--- src/core/pml_consts.svh ---
`ifndef PML_CONSTS_SVH
`define PML_CONSTS_SVH
// cpu-side register offsets
`define PML_OFS_SLOT_ONE 8'h30
`define PML_OFS_SLOT_TWO 8'h34
`define PML_OFS_LOCK_CTL 8'h60
`define PML_OFS_ENABLES 8'h74
// pci_side_enables field positions
`define PML_EN_ARB 0
`define PML_EN_ADDON 1
`define PML_EN_CFG_DONE 2
`define PML_EN_SET_INT 3
`define PML_EN_RST_NMI 4
// bus_lock_control field positions
`define PML_LK_REQ 0
`define PML_LK_UNLOCK 1
`define PML_LK_RLIM 2
`define PML_LK_ABORT 3
// reset values and slot count
`define PML_EN_RST 5'h00
`define PML_SLOT_RST 32'h0000_0000
`define PML_SLOT_COUNT 2
`endif

--- src/core/pml_pkg.sv ---
package pml_pkg;
   // lock engine states, one-hot
   typedef enum logic [2:0]
   {
      PML_LK_IDLE = 3'b001,
      PML_LK_OWN = 3'b010,
      PML_LK_TGT = 3'b100
   } pml_lock_st_type;

   // full state of the lock engine
   typedef struct packed
   {
      pml_lock_st_type st;
      logic lock_n;
      logic lock_oe;
      logic tgt_locked;
      logic excl_only;
      logic redo;
      logic abort_set;
      logic rlim_set;
   } pml_lock_state_type;

   // full state of the control block
   typedef struct packed
   {
      logic [4:0] en;
      logic [1:0][31:0] slot;
      logic [1:0] mb_flag;
      logic lock_req;
      logic unlock_dis;
      logic rlim_hit;
      logic abort_hit;
      logic inta_n;
      logic nmi_n;
      logic [31:0] cpu_rdata;
      logic cpu_ack;
      logic cpu_retry;
      logic [31:0] pci_rdata;
      logic pci_ack;
      logic pci_retry;
      logic refresh_ok;
   } pml_top_state_type;
endpackage : pml_pkg

--- src/core/pml_if.sv ---
`timescale 1ns/100ps
interface pml_if;
   logic lock_request; // software asks for exclusive access
   logic unlock_dis; // target locking disabled
   logic mst_start; // our master access starts
   logic mst_done; // our master access completed
   logic mst_retry; // our master access was retried
   logic mst_abort; // master or target abort seen
   logic retry_limit; // retry counter reached its limit
   logic bus_lock_free; // bus conditions allow taking the lock
   logic tgt_start; // a target cycle addresses us
   logic frame_n; // pci frame, active low
   logic lock_n; // pci lock as seen on the wire
   logic lock_n_drv; // lock level we drive
   logic lock_oe; // we drive lock
   logic tgt_locked; // we are a locked target
   logic excl_only; // only the locked target may be used
   logic redo; // retry the locked transfer
   logic abort_set; // pulse: abort during lock
   logic rlim_set; // pulse: retry limit during lock

   modport top
   (
      output lock_request, unlock_dis, mst_start, mst_done, mst_retry, mst_abort,
      output retry_limit, bus_lock_free, tgt_start, frame_n, lock_n,
      input lock_n_drv, lock_oe, tgt_locked, excl_only, redo, abort_set, rlim_set
   );
   modport lock
   (
      input lock_request, unlock_dis, mst_start, mst_done, mst_retry, mst_abort,
      input retry_limit, bus_lock_free, tgt_start, frame_n, lock_n,
      output lock_n_drv, lock_oe, tgt_locked, excl_only, redo, abort_set, rlim_set
   );
endinterface : pml_if

--- src/core/pml_lock_ctl.sv ---
`timescale 1ns/100ps
module pml_lock_ctl
(
   input wire logic i_clk_sys, // system clock
   input wire logic i_sys_rst, // synchronous reset, high
   input wire logic i_clk_en, // freezes state while low
   pml_if.lock lk // link to the control block
);
   pml_pkg::pml_lock_state_type st_reg; // registered state
   pml_pkg::pml_lock_state_type st_next; // next state

   // lock engine: master ownership and locked target
   always_comb
   begin
      st_next = st_reg;
      st_next.abort_set = 1'b0;
      st_next.redo = 1'b0;
      st_next.rlim_set = 1'b0;
      case (st_reg.st)
         pml_pkg::PML_LK_IDLE:
         begin
            // master side has priority over being locked as target
            if (lk.lock_request && lk.mst_start && lk.bus_lock_free)
            begin
               st_next.st = pml_pkg::PML_LK_OWN;
            end
            else if (!lk.unlock_dis && lk.tgt_start && !lk.frame_n && !lk.lock_n)
            begin
               st_next.st = pml_pkg::PML_LK_TGT;
            end
         end
         pml_pkg::PML_LK_OWN:
         begin
            st_next.abort_set = lk.mst_abort;
            st_next.rlim_set = lk.retry_limit;
            st_next.redo = lk.mst_retry && !lk.mst_done;
            // release only after the final access completes
            if (lk.mst_done && !lk.lock_request)
            begin
               st_next.st = pml_pkg::PML_LK_IDLE;
            end
         end
         pml_pkg::PML_LK_TGT:
         begin
            // both frame and lock must be high to leave
            if (lk.frame_n && lk.lock_n)
            begin
               st_next.st = pml_pkg::PML_LK_IDLE;
            end
         end
         default:
         begin
            st_next.st = pml_pkg::PML_LK_IDLE;
         end
      endcase
      st_next.lock_oe = (st_next.st == pml_pkg::PML_LK_OWN);
      st_next.lock_n = !st_next.lock_oe;
      st_next.excl_only = st_next.lock_oe;
      st_next.tgt_locked = (st_next.st == pml_pkg::PML_LK_TGT);
   end

   // state register
   always_ff @(posedge i_clk_sys)
   begin
      if (i_sys_rst)
      begin
         st_reg <= '{st: pml_pkg::PML_LK_IDLE, lock_n: 1'b1, default: 1'b0};
      end
      else if (i_clk_en)
      begin
         st_reg <= st_next;
      end
   end

   assign lk.lock_n_drv = st_reg.lock_n;
   assign lk.lock_oe = st_reg.lock_oe;
   assign lk.tgt_locked = st_reg.tgt_locked;
   assign lk.excl_only = st_reg.excl_only;
   assign lk.redo = st_reg.redo;
   assign lk.abort_set = st_reg.abort_set;
   assign lk.rlim_set = st_reg.rlim_set;
endmodule : pml_lock_ctl

--- src/core/pml_top.sv ---
// Behaviour
// - retry pci target cycles until setup complete
// - add-on cpu pulse write raises pci interrupt
// - pulse bit reads back interrupt state
// - pulse bit clears itself one clock later
// - pci write to interrupt bit negates it
// - system error asserts cpu non-maskable interrupt
// - add-on release bit negates nmi, self-clears
// - two shared mailbox words at 0x30, 0x34
// - mailboxes answer memory cycles once space on
// - pci mailbox access sets its flag
// - cpu mailbox access clears its flag
// - lock request makes next access exclusive
// - cleared request releases after final access
// - locked: only locked target, retry until done
// - retry limit during lock sets status bit
// - abort during lock sets status bit
// - target-lock disable bit blocks target locking
// - locked target refuses others until idle
// - refresh keeps running while locked
// - reserved bits read as zero
// - lock control word at offset 0x60
// - enable register clears at reset
`timescale 1ns/100ps
`include "pml_consts.svh"
module pml_top
#(
   parameter int ADDR_W = 8 // cpu register offset width
)
(
   input wire logic i_clk_sys, // system clock
   input wire logic i_sys_rst, // synchronous reset, high
   input wire logic i_clk_en, // freezes all state while low
   input wire logic i_cpu_req, // cpu register access strobe
   input wire logic i_cpu_wr, // 1 write, 0 read
   input wire logic [ADDR_W-1:0] i_cpu_addr, // cpu register offset
   input wire logic [31:0] i_cpu_wdata, // cpu write data
   output logic [31:0] o_cpu_rdata, // cpu read data
   output logic o_cpu_ack, // cpu access done
   output logic o_cpu_retry, // cpu access refused
   input wire logic i_pci_req, // pci target cycle strobe
   input wire logic i_pci_mem, // cycle is a memory cycle
   input wire logic i_mem_space_on, // command register memory enable
   input wire logic [1:0] i_pci_slot_hit, // one-hot mailbox address hit
   input wire logic i_pci_wr, // pci write, else read
   input wire logic [31:0] i_pci_wdata, // pci write data
   input wire logic i_pci_int_wr, // pci write to add-on interrupt bit
   output logic [31:0] o_pci_rdata, // pci read data
   output logic o_pci_ack, // pci mailbox access done
   output logic o_pci_retry, // pci target cycle retried
   output logic [1:0] o_mb_flags, // mailbox interrupt flags
   output logic o_inta_n, // pci interrupt, low active
   input wire logic i_serr_n, // pci system error, low active
   output logic o_nmi_n, // cpu nmi, low active
   input wire logic i_mst_start, // our pci master access starts
   input wire logic i_mst_done, // our master access completed
   input wire logic i_mst_retry, // our master access retried
   input wire logic i_mst_abort, // master or target abort
   input wire logic i_retry_limit, // retry counter at limit
   input wire logic i_bus_lock_free, // bus allows lock now
   input wire logic i_frame_n, // pci frame, low active
   input wire logic i_lock_n, // pci lock wire, low active
   output logic o_lock_n, // pci lock we drive, low active
   output logic o_lock_oe, // lock output enable
   output logic o_excl_only, // restrict to locked target
   output logic o_mst_redo, // retry locked transfer
   output logic o_tgt_locked, // we are a locked target
   input wire logic i_refresh_req, // dram refresh request
   output logic o_refresh_ok // dram refresh granted
);
   pml_pkg::pml_top_state_type st_reg; // registered state
   pml_pkg::pml_top_state_type st_next; // next state
   pml_if lk_if (); // link to the lock engine
   logic addon; // add-on board mode
   logic [ADDR_W-1:0] ofs_slot [2]; // mailbox offsets

   assign addon = st_reg.en[`PML_EN_ADDON];
   assign ofs_slot[0] = ADDR_W'(`PML_OFS_SLOT_ONE);
   assign ofs_slot[1] = ADDR_W'(`PML_OFS_SLOT_TWO);

   // inputs for the lock engine
   assign lk_if.lock_request = st_reg.lock_req;
   assign lk_if.unlock_dis = st_reg.unlock_dis;
   assign lk_if.mst_start = i_mst_start;
   assign lk_if.mst_done = i_mst_done;
   assign lk_if.mst_retry = i_mst_retry;
   assign lk_if.mst_abort = i_mst_abort;
   assign lk_if.retry_limit = i_retry_limit;
   assign lk_if.bus_lock_free = i_bus_lock_free;
   // a cycle retried before setup completes must never lock us as target
   assign lk_if.tgt_start = i_pci_req && st_reg.en[`PML_EN_CFG_DONE];
   assign lk_if.frame_n = i_frame_n;
   assign lk_if.lock_n = i_lock_n;

   pml_lock_ctl u_lock
   (
      .i_clk_sys(i_clk_sys),
      .i_sys_rst(i_sys_rst),
      .i_clk_en(i_clk_en),
      .lk(lk_if)
   );

   // register file, interrupts and mailboxes
   always_comb
   begin
      st_next = st_reg;
      st_next.cpu_ack = 1'b0;
      st_next.cpu_retry = 1'b0;
      st_next.pci_ack = 1'b0;
      st_next.pci_retry = 1'b0;
      // pulse bits live one clock only
      st_next.en[`PML_EN_SET_INT] = 1'b0;
      st_next.en[`PML_EN_RST_NMI] = 1'b0;
      // refresh is never gated by the lock state
      st_next.refresh_ok = i_refresh_req;
      // pci clear of the interrupt first, so a cpu set wins
      if (i_pci_int_wr)
      begin
         st_next.inta_n = 1'b1;
      end
      // cpu side
      if (i_cpu_req)
      begin
         if (lk_if.tgt_locked)
         begin
            st_next.cpu_retry = 1'b1;
         end
         else
         begin
            st_next.cpu_ack = 1'b1;
            st_next.cpu_rdata = 32'h0000_0000; // unmapped reads zero
            for (int i = 0; i < `PML_SLOT_COUNT; i++)
            begin
               if (i_cpu_addr == ofs_slot[i])
               begin
                  st_next.mb_flag[i] = 1'b0;
                  st_next.cpu_rdata = st_reg.slot[i];
                  if (i_cpu_wr)
                  begin
                     st_next.slot[i] = i_cpu_wdata;
                  end
               end
            end
            if (i_cpu_addr == ADDR_W'(`PML_OFS_LOCK_CTL))
            begin
               st_next.cpu_rdata = {28'h000_0000, st_reg.abort_hit, st_reg.rlim_hit,
                                    st_reg.unlock_dis, st_reg.lock_req};
               if (i_cpu_wr)
               begin
                  st_next.lock_req = i_cpu_wdata[`PML_LK_REQ];
                  st_next.unlock_dis = i_cpu_wdata[`PML_LK_UNLOCK];
                  // a one leaves a flag alone, a zero clears it
                  st_next.rlim_hit = st_reg.rlim_hit & i_cpu_wdata[`PML_LK_RLIM];
                  st_next.abort_hit = st_reg.abort_hit & i_cpu_wdata[`PML_LK_ABORT];
               end
            end
            if (i_cpu_addr == ADDR_W'(`PML_OFS_ENABLES))
            begin
               // pulse bit reads the interrupt line
               st_next.cpu_rdata = {27'h000_0000, st_reg.en[`PML_EN_RST_NMI],
                                    !st_reg.inta_n, st_reg.en[2:0]};
               if (i_cpu_wr)
               begin
                  st_next.en[2:0] = i_cpu_wdata[2:0];
                  // interrupt controls act only in add-on mode
                  if (addon && i_cpu_wdata[`PML_EN_SET_INT])
                  begin
                     st_next.en[`PML_EN_SET_INT] = 1'b1;
                     st_next.inta_n = 1'b0;
                  end
                  if (addon && i_cpu_wdata[`PML_EN_RST_NMI])
                  begin
                     st_next.en[`PML_EN_RST_NMI] = 1'b1;
                     st_next.nmi_n = 1'b1;
                  end
               end
            end
         end
      end
      // pci side; after the cpu so a pci flag set wins
      if (i_pci_req)
      begin
         if (!st_reg.en[`PML_EN_CFG_DONE])
         begin
            st_next.pci_retry = 1'b1;
         end
         else if (lk_if.tgt_locked && i_lock_n)
         begin
            // a master without lock is not the locking one
            st_next.pci_retry = 1'b1;
         end
         else if (i_pci_mem && i_mem_space_on && (|i_pci_slot_hit))
         begin
            st_next.pci_ack = 1'b1;
            for (int i = 0; i < `PML_SLOT_COUNT; i++)
            begin
               if (i_pci_slot_hit[i])
               begin
                  st_next.mb_flag[i] = 1'b1;
                  st_next.pci_rdata = st_reg.slot[i];
                  if (i_pci_wr)
                  begin
                     st_next.slot[i] = i_pci_wdata;
                  end
               end
            end
         end
      end
      // system error wins over the release write
      if (!i_serr_n)
      begin
         st_next.nmi_n = 1'b0;
      end
      // hardware status sets win over software clears
      if (lk_if.rlim_set)
      begin
         st_next.rlim_hit = 1'b1;
      end
      if (lk_if.abort_set)
      begin
         st_next.abort_hit = 1'b1;
      end
   end

   // state register
   always_ff @(posedge i_clk_sys)
   begin
      if (i_sys_rst)
      begin
         st_reg <= '{en: `PML_EN_RST, inta_n: 1'b1, nmi_n: 1'b1, default: '0};
      end
      else if (i_clk_en)
      begin
         st_reg <= st_next;
      end
   end

   // outputs, all from flops
   assign o_cpu_rdata = st_reg.cpu_rdata;
   assign o_cpu_ack = st_reg.cpu_ack;
   assign o_cpu_retry = st_reg.cpu_retry;
   assign o_pci_rdata = st_reg.pci_rdata;
   assign o_pci_ack = st_reg.pci_ack;
   assign o_pci_retry = st_reg.pci_retry;
   assign o_mb_flags = st_reg.mb_flag;
   assign o_inta_n = st_reg.inta_n;
   assign o_nmi_n = st_reg.nmi_n;
   assign o_refresh_ok = st_reg.refresh_ok;
   assign o_lock_n = lk_if.lock_n_drv;
   assign o_lock_oe = lk_if.lock_oe;
   assign o_excl_only = lk_if.excl_only;
   assign o_mst_redo = lk_if.redo;
   assign o_tgt_locked = lk_if.tgt_locked;
endmodule : pml_top

--- config.mk ---
export PLATFORM = sky130hd
export DESIGN_NAME = pml_top
export DESIGN_NICKNAME = d
export VERILOG_FILES = /design/src/core/pml_pkg.sv /design/src/core/pml_if.sv /design/src/core/pml_lock_ctl.sv /design/src/core/pml_top.sv
export VERILOG_INCLUDE_DIRS = /design/src /design/src/core
export SDC_FILE = /design/constraint.sdc
export NUM_CORES = 1
export LEC_CHECK = 0
export BUFFER_PORTS_ARGS = -buffer_cell sky130_fd_sc_hd__buf_2
export CAP_MARGIN = 5
export CORE_ASPECT_RATIO = 1.75
export CORE_UTILIZATION = 45
export CTS_CLUSTER_SIZE = 40
export DETAILED_ROUTE_END_ITERATION = 16
export HOLD_SLACK_MARGIN = 0.02
export PLACE_DENSITY = 0.68
export SYNTH_ARGS = -nofsm -noshare
export SYNTH_HDL_FRONTEND = slang
export SYNTH_SLANG_ARGS = --single-unit
--- constraint.sdc ---
create_clock -name i_clk_sys -period 2.8 [get_ports i_clk_sys]
set_clock_uncertainty 0.2 [all_clocks]
set_input_delay 0.28 -clock i_clk_sys [delete_from_list [all_inputs] [get_ports i_clk_sys]]
set_output_delay 0.28 -clock i_clk_sys [all_outputs]
set_load 0.01 [all_outputs]
Word-level counts from Yosys, hierarchy flattened:

Cells that the tools add are included.

* bits in registers: 155
* output and inout bits: 78
* memories: 0
* RAM bits: 0
* word-level logic and storage cells: 131
* bits in latches: 0
* memory bits (read-only): 0

* add/sub/neg operators: 0
* divide/modulo/power cells: 0
* eq/ne operators: 16
* reductions and logical operators: 36
* $mul: 0
* muxes and demuxes: 50
* shifts and indexed selects: 0
* $lt $le $gt $ge: 0
* bitwise gates (word level): 4

Operators with widths (count)
* 32-bit 2-to-1 mux: 13
* 66-bit 2-to-1 mux: 4
* 111-bit 2-to-1 mux: 1
* 110-bit 2-to-1 mux: 1
* 34-bit 2-to-1 mux: 1
* 5-bit AND reduction: 4
* 1-bit 2-to-1 mux: 18
* 8-bit by 6-bit == test with 1-bit output, second input constant: 2
* 8-bit by 7-bit == test with 1-bit output, second input constant: 2
* 3-bit 2-to-1 mux: 5
* 1-bit logical AND: 14
* 2-bit nonzero test: 7
* 6-bit AND reduction: 2
* 5-bit 2-to-1 mux: 2
* 2-bit inequality test, second input constant: 5
* 3-bit case mux with 3 select lines: 1
* 4-bit 2-to-1 mux: 2
* 1-bit zero test: 7
* 3-bit by 2-bit == test with 1-bit output, second input constant: 2
* 3-bit == test, second input constant: 2
* 2-bit 2-to-1 mux: 2
* 2-bit by 1-bit inequality test with 1-bit output, second input constant: 2
* 3-bit by 1-bit == test with 1-bit output, second input constant: 1
* 3-bit AND reduction: 1
* other kinds (3): 5

Logic depth before layout (Yosys ltp):

* depth in word-level cells: 13
* depth in mapped cells: 8
* mapped depth without buffers: 5

Modules after synthesis:

From an unflattened synthesis, not the netlist that was laid out.

* cells, all modules: 874
* area total of the unflattened synthesis: 7822.5 um^2

By module, submodules not included
* pml_top: cells an instance 826, instances 1, area an instance 7384.6 um^2
* pml_lock_ctl: cells an instance 48, instances 1, area an instance 437.9 um^2

Least setup slack after synthesis:

No wires, ideal clock.

* path kind: reg2reg
* from: reg u_lock.st_reg (netlist bit u_lock.lk.tgt_locked)
* to: reg st_reg[100] (netlist name)
* library setup time: 0.128 ns
* cell stages (with the launch flop): 8
* arrival: 1.848 ns
* setup slack: 0.624 ns
* cell sequence: dfxtp_1 and2_1 buf_4 nor4_4 buf_2 mux2_1 mux2i_1 nor2_1

* cells in the longest elaborated chain, start to end: 8
* elaborated cells between the ends (all ways): 9
* classes of those cells: mux: 8; reduce/logical: 1

Ends and longest elaborated chain
* from (decl): line pml_lock_ctl.sv:9 `pml_pkg::pml_lock_state_type st_reg;`
* from (signal assigned): line pml_lock_ctl.sv:71 `st_reg <= st_next;`
* 110-bit 2-to-1 mux: line pml_top.sv:124 `if (lk_if.tgt_locked)`
* 111-bit 2-to-1 mux: line pml_top.sv:122 `if (i_cpu_req)`
* 32-bit 2-to-1 mux: line pml_top.sv:201 `if (i_pci_wr)`
* 32-bit 2-to-1 mux: line pml_top.sv:197 `if (i_pci_slot_hit[i])`
* 66-bit 2-to-1 mux: line pml_top.sv:192 `else if (i_pci_mem && i_mem_space_on && (|i_pci_slot_hit))`
* 66-bit 2-to-1 mux: line pml_top.sv:187 `else if (lk_if.tgt_locked && i_lock_n)`
* 66-bit 2-to-1 mux: line pml_top.sv:183 `` if (!st_reg.en[`PML_EN_CFG_DONE]) ``
* 66-bit 2-to-1 mux *: line pml_top.sv:181 `if (i_pci_req)`
* to (signal assigned): line pml_top.sv:234 `st_reg <= st_next;`
* to (decl): line pml_top.sv:71 `pml_pkg::pml_top_state_type st_reg;`

Every way passes the cells marked *; elsewhere a longest branch is shown, timed or not. The select of a mux whose other input is x is not followed.
A chain may end at the register's enable or synchronous reset.

Worst setup path in the final report:

* from: in i_pci_slot_hit[0]
* to: reg st_reg[108] (netlist name)

* cells in the longest elaborated chain, start to end: 6
* elaborated cells between the ends (all ways): 7
* classes of those cells: mux: 5; reduce/logical: 2

Ends and longest elaborated chain
* from (decl): line pml_top.sv:44 `input wire logic [1:0] i_pci_slot_hit,`
* 2-bit OR reduction: line pml_top.sv:192
* 1-bit logical AND: line pml_top.sv:192
* 66-bit 2-to-1 mux *: line pml_top.sv:192
* 66-bit 2-to-1 mux *: line pml_top.sv:187
* 66-bit 2-to-1 mux *: line pml_top.sv:183
* 66-bit 2-to-1 mux *: line pml_top.sv:181

Every way passes the cells marked *; elsewhere a longest branch is shown, timed or not.

==> flow_metrics.tcl <==
set metrics [dict create \
    die_w_um 101 \
    drive_above_1_share 0.310 \
    root_buffer "clkbuf_16" \
    clkTransAtPathRegs_ns 0.06 \
    wl_per_cell_um 17.9 \
    syn_area_per_cell_sq_um 9.53 \
    clockBufferDepth 2 \
    cts_tree "built" \
    synth-async-reset-ratio 0 \
    gp_congestion 0.887 \
    ioPinCount 172 \
    required_ns 2.90 \
    num_rows 63 \
    worst_setup_path_end_kind "flip-flop" \
    syn_to_final_growth_pct 23.2 \
    leakagePower_nw 3.97 \
    start_kind "primary input" \
    syn_area_sq_um 7770 \
    worstPathArrival_ns 2.85 \
    hold_viol 0 \
    wl_mm 21.6 \
    vias_per_cell 5.36 \
    first_pass_iters 4 \
    setup_viol 0 \
    rsz0062_at_grt "no" \
    grt_pass1_wl_mm 33.3 \
    ir_worst_vdd_mv 0.365 \
    port-buffer-count 171 \
    cts_sinks 154 \
    synth_top_flop_cell "dfxtp_1" \
    final_nets 1061 \
    h-tree-depth 4 \
    synth_edf_count 0 \
    tns_ns 0 \
    fin_crit_sh 0.980 \
    slew_violations 0 \
    synth_fp_nets 909 \
    ys_ff_latch 154 \
    grt_util_all_layers 0.246 \
    grt_max_degree 66 \
    grt-ovfl-total 0 \
    total_power_w 0.00475 \
    synth.distinct_cells 53 \
    status "finished clean" \
    critical_path_class "in -> reg" \
    ys_warn_count 0 \
    n_antenna_cell 0 \
    cap_violations 0 \
    via_count 6474 \
    p_per_area_nw_per_um2 496 \
    dpl.hpwl_mm 13.7 \
    fp.dieArea_sq_um 17800 \
    initial_core_util 0.458 \
    netlist_instances 815 \
    final_common_cell "buf_2" \
    antenna_found_initial 1 \
    numCtsBuffers 17 \
    final_util 0.565 \
    drtAntennaViolNets 0 \
    min_period_ns 2.74 \
    worst_slew_pin_slew_ns 0.754 \
    timing.hold.ws_ns 0.0305 \
    slew_headroom 0.498 \
    drt_iter0_drc 279 \
    ys_seq_area_frac 0.397 \
    max_freq_mhz 365 \
    clock_latency_ns 0.43 \
    first_global_vias 6453 \
    hold_path_class "in -> reg" \
    drc 0 \
    largest_reg_flops 69 \
    dieHeight_um 176 \
    mostFrequentLayoutCells "buf_2, dfxtp_1, nor2_1, mux2i_1, dlygate4sd3_1" \
    critPathMaxFanout 18 \
    core-area_sq_um 16900 \
]
-- path summary, 6_finish.rpt --
path	start	endpoint	slack, ns	depth (start not counted)
hold / removal	i_cpu_wdata[5]	st_reg[82]$_SDFFE_PP0P_	0.03	4
setup reg to reg	u_lock.lk.tgt_locked$_SDFFE_PP0P_	st_reg[108]$_SDFFE_PP0P_	0.13	8
hold reg to reg	u_lock.lk.rlim_set$_SDFFE_PP0P_	st_reg[72]$_SDFFE_PP0P_	0.26	2
setup / recovery	i_pci_slot_hit[0]	st_reg[108]$_SDFFE_PP0P_	0.06	10
-- area by class of cell --
class                           count  area (sq um)
Tap cell                          227           284
Sequential cell                   154          3080
Inverter                            4          15.0
Fill cell                        1527          7380
Multi-Input combinational cell    528          3890
Clock buffer                       17           425
Clock inverter                     15           130
Timing Repair Buffer              262          1750
-- worst max-delay path, cell delays in order --
cell	delay [ns]
dlygate4sd3_1	0.54
buf_2	0.15
nand2_1	0.11
nor4_4	0.28
buf_4	0.19
buf_8	0.20
mux2_1	0.35
mux2i_1	0.14
dlygate4sd3_1	0.56
nor2_1	0.04
-- through the flow --
step / setup slack [ns] / instances / cell area (sq um)
final: 0.0572 / 1207 / 9570
after global routing: 0.00574 / 1207 / 9570
after CTS: 0.0164 / 1195 / 9460
after detailed placement: 0.412 / 1106 / 8330
after global placement: 0.467 / 1106 / 8330
after floorplan: 0.624 / 815 / 7770
-- where the power goes --
group / total [W] / switching [W] / internal, W
sequential: 0.00220 / 0.00000548 / 0.00220
combinational: 0.000361 / 0.000199 / 0.000162
clock: 0.00218 / 0.00102 / 0.00117
total: 0.00475 / 0.00122 / 0.00353
-- Yosys cell counts (all sizes together) (4+ instances only) --
| library cell | n | share of area |
|---|---|---|
| nor2 | 138 | 0.067 |
| nor3 | 4 | 0.0026 |
| a21oi | 23 | 0.015 |
| buf | 94 | 0.086 |
| inv | 4 | 0.0019 |
| nor4 | 5 | 0.0087 |
| a22oi | 31 | 0.030 |
| nand2 | 33 | 0.016 |
| mux2 | 58 | 0.084 |
| clkbuf | 35 | 0.018 |
| nand4b | 6 | 0.0068 |
| mux2i | 99 | 0.13 |
| nand3 | 8 | 0.0052 |
| o21ai | 8 | 0.0052 |
| a31oi | 6 | 0.0048 |
| a211oi | 63 | 0.080 |
| or2 | 5 | 0.0040 |
| dfxtp | 154 | 0.40 |
| nand2b | 6 | 0.0048 |
-- routing by layer --
| metal | vias to the layer above | GRT usage | wire length [um] | share of wire |
|---|---|---|---|---|
| met5 | - | 0 | 11 | 0.00051 |
| met4 | 2 | 0.130 | 839 | 0.039 |
| met3 | 51 | 0.0470 | 1030 | 0.048 |
| met2 | 216 | 0.442 | 11200 | 0.52 |
| met1 | 3062 | 0.268 | 8570 | 0.40 |
| li1 | 3143 | - | - | - |
-- kinds of logic after synthesis --
kind of cell,after synthesis,share of synthesized area
and+or+nand+nor,218,0.127
muxes,157,0.212
DFF,154,0.397
AOI/OAI and AO/OA,153,0.158
buffers and inverters,133,0.106
-- timing repair --
| item | in CTS | in global routing |
|---|---|---|
| hold buffers | 57 | 0 |
| endpoints found under the hold margin | 43 | 0 |
| resized for setup | 0 | 7 |
| setup buffers | 0 | 11 |
| endpoints found under the setup margin | 0 | 11 |
No activity file was read; power rests on OpenSTA's default activity.
